`config.mk`:
```
export PLATFORM = sky130hd
export DESIGN_NAME = fadc_latch
export DESIGN_NICKNAME = d
export VERILOG_FILES = /design/src/design/fadc_pkg.sv /design/src/design/fadc_buf2.sv /design/src/design/fadc_latch.sv
export VERILOG_INCLUDE_DIRS = /design/src /design/src/design
export SDC_FILE = /design/constraint.sdc
export NUM_CORES = 1
export LEC_CHECK = 0
export BUFFER_PORTS_ARGS = -buffer_cell sky130_fd_sc_hd__buf_2
export CAP_MARGIN = 20
export CORE_ASPECT_RATIO = 1.5
export CORE_UTILIZATION = 59
export CTS_BUF_LIST = sky130_fd_sc_hd__clkbuf_8
export CTS_CLUSTER_DIAMETER = 40
export DETAILED_ROUTE_END_ITERATION = 10
export GPL_TIMING_DRIVEN = 1
export PLACE_DENSITY = 0.81
export SLEW_MARGIN = 10
export SYNTH_ARGS = -nofsm -noshare
export SYNTH_HDL_FRONTEND = slang
export SYNTH_HIERARCHICAL = 1
export SYNTH_SLANG_ARGS = --single-unit
```
`constraint.sdc`:
```
create_clock -name i_mclk -period 3.8 [get_ports i_mclk]
set_clock_uncertainty 0.2 [all_clocks]
set_input_delay 0.76 -clock i_mclk [delete_from_list [all_inputs] [get_ports i_mclk]]
set_output_delay 0.76 -clock i_mclk [all_outputs]
set_load 0.005 [all_outputs]
```
`src/design/fadc_params.svh`:
```
// Constants for the flash converter output latch.
`ifndef FADC_PARAMS_SVH
`define FADC_PARAMS_SVH
`define FADC_DATA_W     8
`define FADC_CODE_ZERO  8'h00
`define FADC_CODE_FULL  8'hff
`define FADC_BUF_DEPTH  2
`define FADC_PTR_W      1
`define FADC_CNT_W      2
`define FADC_OVR_RTZ    1'b1
`endif

```
`src/design/fadc_pkg.sv`:
```
// Types shared by the flash converter output latch.
`include "fadc_params.svh"
package fadc_pkg;
   typedef struct packed {
      logic [`FADC_DATA_W-1:0] code;
      logic                    overrange;
   } fadc_word_s;
   typedef enum logic {
      FADC_PH_LOW,
      FADC_PH_HIGH
   } fadc_phase_e;
endpackage

```
`src/design/fadc_buf2.sv`:
```
// Two-entry buffer with valid and ready on both sides.
`timescale 1ns/1ns
`include "fadc_params.svh"
module fadc_buf2
   import fadc_pkg::*;
(
   // Clock and reset.
   input  wire logic       i_mclk,
   input  wire logic       i_rst_b,
   // Filling side.
   input  wire logic       i_in_valid,
   input  fadc_word_s      i_in_word,
   output logic            o_in_ready,
   // Draining side.
   output logic            o_out_valid,
   output fadc_word_s      o_out_word,
   input  wire logic       i_out_ready
);
   fadc_word_s                 mem_q [`FADC_BUF_DEPTH];
   logic [`FADC_PTR_W-1:0]     wr_q;
   logic [`FADC_PTR_W-1:0]     rd_q;
   logic [`FADC_CNT_W-1:0]     cnt_q;
   logic [`FADC_CNT_W-1:0]     cnt_d;
   wire                        push;
   wire                        pop;

   assign o_in_ready  = (cnt_q != `FADC_CNT_W'(`FADC_BUF_DEPTH));
   assign o_out_valid = (cnt_q != `FADC_CNT_W'(0));
   assign o_out_word  = mem_q[rd_q];
   assign push        = i_in_valid && o_in_ready;
   assign pop         = o_out_valid && i_out_ready;
   assign cnt_d       = cnt_q + `FADC_CNT_W'(push) - `FADC_CNT_W'(pop);

   always_ff @(posedge i_mclk or negedge i_rst_b) begin
      if (!i_rst_b) begin
         wr_q  <= '0;
         rd_q  <= '0;
         cnt_q <= '0;
         mem_q <= '{default: '0};
      end else begin
         if (push) begin
            mem_q[wr_q] <= i_in_word;
            wr_q        <= wr_q + `FADC_PTR_W'(1);
         end
         if (pop) begin
            rd_q <= rd_q + `FADC_PTR_W'(1);
         end
         cnt_q <= cnt_d;
      end
   end
endmodule

```
`src/design/fadc_latch.sv`:
```
// Output latch stage of a flash converter, strobed by a sampled strobe pair.
`timescale 1ns/1ns
`include "fadc_params.svh"
module fadc_latch
   import fadc_pkg::*;
(
   // Clock and reset.
   input  wire logic                    i_mclk,
   input  wire logic                    i_rst_b,
   // Sample strobe pair and mode strap.
   input  wire logic                    i_sample_strobe,
   input  wire logic                    i_sample_strobe_n,
   input  wire logic                    i_overrange_mode_select,
   // Quantiser result for the current sample.
   input  wire logic [`FADC_DATA_W-1:0] i_conv_code,
   input  wire logic                    i_conv_at_top,
   // Latched outputs to the capture logic.
   output logic      [`FADC_DATA_W-1:0] o_result,
   output logic                         o_overrange,
   // Buffered stream of latched words.
   output logic                         o_word_valid,
   output fadc_word_s                   o_word,
   input  wire logic                    i_word_ready,
   output logic                         o_word_lost
);
   fadc_phase_e  phase_q;
   fadc_phase_e  phase_d;
   fadc_word_s   sample_q;
   fadc_word_s   sample_d;
   fadc_word_s   out_q;
   logic         lost_q;
   wire          strobe_rise;
   wire          pair_ok;
   wire          buf_ready;

   // An edge only counts while the pair is complementary; a glitch that
   // breaks the pair forces the low phase, so one in the high phase takes a second sample.
   assign pair_ok     = i_sample_strobe ^ i_sample_strobe_n;
   assign phase_d     = (pair_ok && i_sample_strobe) ? FADC_PH_HIGH
                                                     : FADC_PH_LOW;
   assign strobe_rise = (phase_q == FADC_PH_LOW) &&
                        (phase_d == FADC_PH_HIGH);

   function automatic fadc_word_s fadc_sample_strobe(
      input logic [`FADC_DATA_W-1:0] code,
      input logic                    at_top,
      input logic                    mode_rtz
   );
      fadc_word_s w;
      w.code      = code;
      w.overrange = 1'b0;
      if (at_top) begin
         if (mode_rtz == `FADC_OVR_RTZ) begin
            w.code      = `FADC_CODE_ZERO;
            w.overrange = 1'b1;
         end else begin
            w.code      = `FADC_CODE_FULL;
            w.overrange = 1'b0;
         end
      end
      return w;
   endfunction

   assign sample_d = fadc_sample_strobe(i_conv_code, i_conv_at_top,
                                 i_overrange_mode_select);

   always_ff @(posedge i_mclk or negedge i_rst_b) begin
      if (!i_rst_b) begin
         phase_q  <= FADC_PH_LOW;
         sample_q <= '0;
         out_q    <= '0;
         lost_q   <= 1'b0;
      end else begin
         phase_q <= phase_d;
         if (strobe_rise) begin
            sample_q <= sample_d;
            out_q    <= sample_q;
            lost_q   <= !buf_ready;
         end
      end
   end

   // Bit 0 of the bus is the least significant result bit.
   assign o_result    = out_q.code;
   assign o_overrange = out_q.overrange;
   assign o_word_lost = lost_q;

   // The buffer takes each newly latched word; the capture side may stall
   // for two strobe periods without loss, and a longer stall is flagged.
   fadc_buf2 u_buf (
      .i_mclk      (i_mclk),
      .i_rst_b     (i_rst_b),
      .i_in_valid  (strobe_rise),
      .i_in_word   (sample_q),
      .o_in_ready  (buf_ready),
      .o_out_valid (o_word_valid),
      .o_out_word  (o_word),
      .i_out_ready (i_word_ready)
   );
endmodule

```
# [Yosys cells after proc, flatten, opt, wreduce, memory -nomap -nowiden]
# Cells that the tools add are included.
[op_classes] n_reduce_logical=7 magnitude_cmp=3 n_addsub=4 n_mux=9 eq_ne=1 bitwise=4
[op_table] cell="2-to-1 mux 9 bit" n=6
[op_table] cell="bitwise mux 18 bit" n=1
[op_table] cell="demux 9 bit (select 1 bit)" n=1
[op_table] cell="logical AND 1 bit" n=5
[op_table] cell="greater-or-equal comparator 2 bit, second input constant" n=2
[op_table] cell="NOT 1 -> 2 bit" n=2
[op_table] cell="adder 1 bit, second input constant" n=2
[op_table] cell="adder 2 x 1 -> 2 bit" n=1
[op_table] cell="< comparator 2 x 1 -> 1 bit, second input constant" n=1
[op_table] cell="!= test 2 bit, second input constant" n=1
[op_table] cell="nonzero test 2 bit" n=1
[op_table] cell="subtractor 2 x 1 -> 2 bit" n=1
[op_table] cell="logical NOT 1 bit" n=1
[op_table] cell="2-to-1 mux 1 bit" n=1
[op_table] cell="NOT 1 bit" n=1
[op_table] cell="XOR 1 bit" n=1
[totals] elab_cells=41 out_inout_bits=20 inputBits=15 regBits=42

# [Logic depth before layout (Yosys ltp)]
[logic_depth] word_depth=7 depth_mapped=9 depth_no_buf=7

# [By module]
# Netlist, hierarchy kept.
[modules_own_cells] module="fadc_buf2" area_each_um2=1063.5 cells_per_inst=65 seq_area_each_um2=550.5 instances=1
[modules_own_cells] module="fadc_latch" area_each_um2=803.3 cells_per_inst=66 seq_area_each_um2=500.5 instances=1

# [Worst setup path after synthesis]
# Ideal clock, no wire load.
[synth_timing] path_type="in2reg" startpoint="input i_sample_strobe_n" endpoint="register u_buf.cnt_q[1]" setup_time_ns=0.125 arrival_ns=2.051 cell_stages=9 setup_slack_ns=1.424 t_required_ns=3.475 n_path_buf=2 cell_sequence="nor3b_2 -> buf_6 -> buf_6 -> nand2_1 -> ha_1 -> inv_1 -> ha_1 -> xnor2_1 -> xnor2_1"
[synth_between] elab_chain_len=7
[synth_lines] item="from (decl)" line="fadc_latch.sv:12" source="input wire logic i_sample_strobe_n,"
[synth_lines] item="XOR 1 bit" line="fadc_latch.sv:38" source="assign pair_ok = i_sample_strobe ^ i_sample_strobe_n;"
[synth_lines] item="logical AND 1 bit" line="fadc_latch.sv:39" source="assign phase_d = (pair_ok && i_sample_strobe) ? FADC_PH_HIGH"
[synth_lines] item="2-to-1 mux 1 bit" line="fadc_latch.sv:39"
[synth_lines] item="logical AND 1 bit" line="fadc_latch.sv:41" source="assign strobe_rise = (phase_q == FADC_PH_LOW) &&"
[synth_lines] item="via strobe_rise" line="fadc_latch.sv:32" source="wire strobe_rise;"
[synth_lines] item="logical AND 1 bit" line="fadc_buf2.sv:30" source="assign push = i_in_valid && o_in_ready;"
[synth_lines] item="adder 2 x 1 -> 2 bit" line="fadc_buf2.sv:32" source="assign cnt_d = cnt_q + `FADC_CNT_W'(push) - `FADC_CNT_W'(pop);"
[synth_lines] item="subtractor 2 x 1 -> 2 bit" line="fadc_buf2.sv:32"
[synth_lines] item="via u_buf.cnt_d[1]" line="fadc_buf2.sv:23" source="logic [`FADC_CNT_W-1:0] cnt_d;"
[synth_lines] item="to (signal assigned)" line="fadc_buf2.sv:48" source="cnt_q <= cnt_d;"
[synth_lines] item="to (decl)" line="fadc_buf2.sv:22" source="logic [`FADC_CNT_W-1:0] cnt_q;"
# The timed path passes the listed nets, and every way through them passes these cells.
# A chain may end at the register's enable or synchronous reset.

# [Worst setup path in the final report]
[layout_timing] startpoint="input i_sample_strobe_n" endpoint="register u_buf/mem_q[14] (netlist name)"
[layout_between] elab_chain_len=5
[layout_lines] item="XOR 1 bit" line="fadc_latch.sv:38"
[layout_lines] item="logical AND 1 bit" line="fadc_latch.sv:39"
[layout_lines] item="2-to-1 mux 1 bit" line="fadc_latch.sv:39"
[layout_lines] item="logical AND 1 bit" line="fadc_latch.sv:41"
[layout_lines] item="logical AND 1 bit" line="fadc_buf2.sv:30"
[layout_lines] item="to (signal, indexed assignment)" line="fadc_buf2.sv:42" source="mem_q[wr_q] <= i_in_word;"
[layout_lines] item="to (decl)" line="fadc_buf2.sv:19" source="fadc_word_s mem_q [`FADC_BUF_DEPTH];"
# No other way between the ends.

==> reports/results.tsv <==
stage	metric	value	unit
logic_synthesis	synth.distinct_cells	24	
grt	grtUsageMet3	6.12	%
flow_run	maxCapViolCount	0	
die	start_util	62.8	%
power_and_ir_drop	power	1580	uW
die	fp-row-count	24	
routing	wl_per_cell	16.0	um
worst_setup_path	setup.worst_path.end	u_buf/mem_q[14]	
logic_synthesis	synth-simple-area-share	5.90	%
logic_synthesis	synth.area.top_cells	dfrtp_1 56%, mux2_4 14%, mux2_2 11%, a21oi_1 4.3%, buf_6 2.4%	
worst_setup_path	cp.required	3.77	ns
worst_setup_path	end_kind	flip-flop	
cts	clock_path_buffers	2	
grt	grt_pass1_wl	5.57	mm
worst_setup_path	regToRegSetupSlack	1.60	ns
timing	setup_tns	0	ns
routing	vias_per_cell	5.40	
die	die-area	0.00340	mm2
worst_setup_path	critical_path_class	primary input to flip-flop	
worst_setup_path	r2r-start	phase_q	
routing	drt-initial-drc-count	9	
logic_synthesis	synth_adder_area_share	1.34	%
worst_hold_path	min_path_type	flip-flop to flip-flop	
placement	hpwl	2.31	mm
timing	fin_crit_sh	63.3	%
worst_setup_path	r2r_cells	3	
logic_synthesis	synthMuxAreaShare	25.9	%
grt	met2_usage	36.8	%
logic_synthesis	avgSynthCellArea	14.3	um2
routing	final_antenna_net_count	0	
routing	vias	1112	
timing	rsz0062_at_grt	false	
cells_and_area	area_growth_syn_to_layout	14.0	%
power_and_ir_drop	p_leak	0.000991	uW
placement	gp_congestion	0.751	
logic_synthesis	ys_ff_latch	42	
power_and_ir_drop	peakVddDrop	0.000428	V
routing	wl	3.30	mm
grt	grt_use_met1	31.3	%
cts	post_cts_buffers	0	
cts	clock_latency	0.29	ns
worst_setup_path	cp.arrival	2.38	ns
timing	worstMarginPinSlew	0.895	ns
logic_synthesis	synth_most_common_cell	dfrtp_1	
cts	cts_root_buf	clkbuf_8	
logic_synthesis	synth_top_family_by_area	multiplexers	
die	num_io_pins	35	
logic_synthesis	synth-edff-count	0	
logic_synthesis	synthXorXnorAreaFrac	1.88	%
cells_and_area	fillers	219	
cells_and_area	drive_above_1_share	49.1	%
worst_setup_path	rr_endpoint	u_buf/mem_q[14]	
timing	drv_slew	0	
timing	slew_headroom	40.4	%
power_and_ir_drop	p_per_area	743	mW/mm2
outcome	status	finished, final reports clean	
die	core-area	0.00297	mm2
logic_synthesis	ys_warn_count	6	
cts	cts_tree	yes	
timing	setup_violations	0	
placement	place.port_buffers	34	
grt	grt_max_degree	43	
logic_synthesis	yosys-top-cells-count	42 x dfrtp_1, 18 x mux2_2, 18 x mux2_4, 16 x a21oi_1, 8 x nor2_1	
die	die_w	47.9	um
logic_synthesis	async_flop_share	100	%
grt	antenna_found_initial	0	
cells_and_area	ff_latch_area	0.00105	mm2
die	die_h	70.9	um
routing	dr.pass1.iters	4	
worst_setup_path	worstPathMaxFanout	14	
placement	place_inst	198	
worst_setup_path	startpoint_type	primary input	
cts	cts_hold_buffers	0	
cts	cts_sinks	42	
logic_synthesis	synthCells	131	
timing	hold_viol	0	
logic_synthesis	mappedNetlistArea	0.00187	mm2
timing	fmax	0.416	GHz
logic_synthesis	synth_top_area_share	56.3	%
cells_and_area	layout.nets	183	
logic_synthesis	yosysSeqAreaShare	56.3	%
cells_and_area	stdcell_area	0.00213	mm2
logic_synthesis	synthesis.nets	148	
grt	busiest_layer	met2	
cells_and_area	multi_input_area	744	um2
cts	cts_resized	0	
cts	clkTransAtPathRegs	0.07	ns
grt	grt_util_all_layers	23.5	%
cells_and_area	finalNonFillerCells	206	
cts	numCtsBuffers	5	
grt	overflow	0	
routing	drc	0	
grt	grt_pass1_vias	1122	
cells_and_area	utilization	71.6	%
cells_and_area	num_antenna_cells	0	
logic_synthesis	synth_compound_area_share	4.56	%
logic_synthesis	synth_top_area_cell	dfrtp_1	
placement	place_area	0.00204	mm2
timing	final.min_clock_period	2.41	ns
logic_synthesis	synthFlopType	dfrtp_1	
cts	h-tree-depth	2	
worst_setup_path	startpoint	i_sample_strobe_n	
[worst min path at each step]
stage                      startpoint           to  slack [ns]  cells after the start
final                      u_buf/wr_q   u_buf/wr_q        0.30                      1
after global routing      o_result[2]  o_result[2]        0.32                      1
after CTS                  u_buf/wr_q   u_buf/wr_q        0.30                      1
after detailed placement  o_overrange  o_overrange        0.29                      1
after global placement     u_buf/wr_q   u_buf/wr_q        0.27                      1
after floorplan               i_rst_b  o_overrange        0.26                      0
[layout by cell type, fill, tap and decap left out]
master and n:
clkbuf_8 6, and3b_1 1, and2_1 1, nand2b_4 1, and3_4 1, dfrtp_1 42, nand3_1 1, ha_1 2
xor2_1 1, nor2_1 8, buf_4 1, mux2i_1 1, nor2b_1 2, mux2_2 18, mux2_4 18, clkinv_2 1
inv_1 5, a21oi_1 16, buf_2 34, nor3b_4 1, o21ai_1 1, nand2_1 1, xnor2_1 3, or2_2 1
[where the power goes]
group	total, uW	switching [uW]	internal (uW)	leakage [uW]
Clock	285	141	144	0.0000524
Combinational	547	183	364	0.000451
Sequential	749	132	618	0.000488
[cell type report]
type	count	share of cell area (%)
Clock buffer	6	3.88
Clock inverter	2	0.412
Inverter	4	0.705
Multi-Input combinational cell	78	35.0
Sequential cell	42	49.4
Tap cell	39	2.29
Timing Repair Buffer	35	8.35
[worst max-delay path, cell delays in order]
cell     delay [ns]
buf_2          0.12
nor3b_4        0.51
and3b_1        0.63
mux2_4         0.35
[per-layer routing]
metal	part of all wire, %	up-vias
met5	0	-
met4	1.1	0
met3	3.6	4
met2	52	26
met1	44	567
li1	-	515
[kinds of logic (layout without fill, tap and decap cells)]
| family | after synthesis | after routing |
|---|---|---|
| AO/OA/AOI/OAI | 17 | 17 |
| XOR/XNOR | 4 | 4 |
| adder cells (fa/ha/maj) | 2 | 2 |
| buffers and inverters | 11 | 47 |
| flip-flops | 42 | 42 |
| multiplexers | 37 | 37 |
| AND/OR/NAND/NOR | 18 | 18 |
[state kept, by name (all words and copies together), names as in the netlist]
register	flops
u_buf/mem_q	18
sample_q	9
o_result	8
u_buf/cnt_q	2
o_overrange	1
o_word_lost	1
phase_q	1
u_buf/rd_q	1
u_buf/wr_q	1
[per-stage QoR]
stage,hold slack (ns),worst slack [ns]
final,0.296,1.39
after global routing,0.321,1.24
after CTS,0.304,1.38
after detailed placement,0.291,1.08
after global placement,0.275,1.14
after floorplan,0.261,1.42
(Power assumes the default switching activity.)
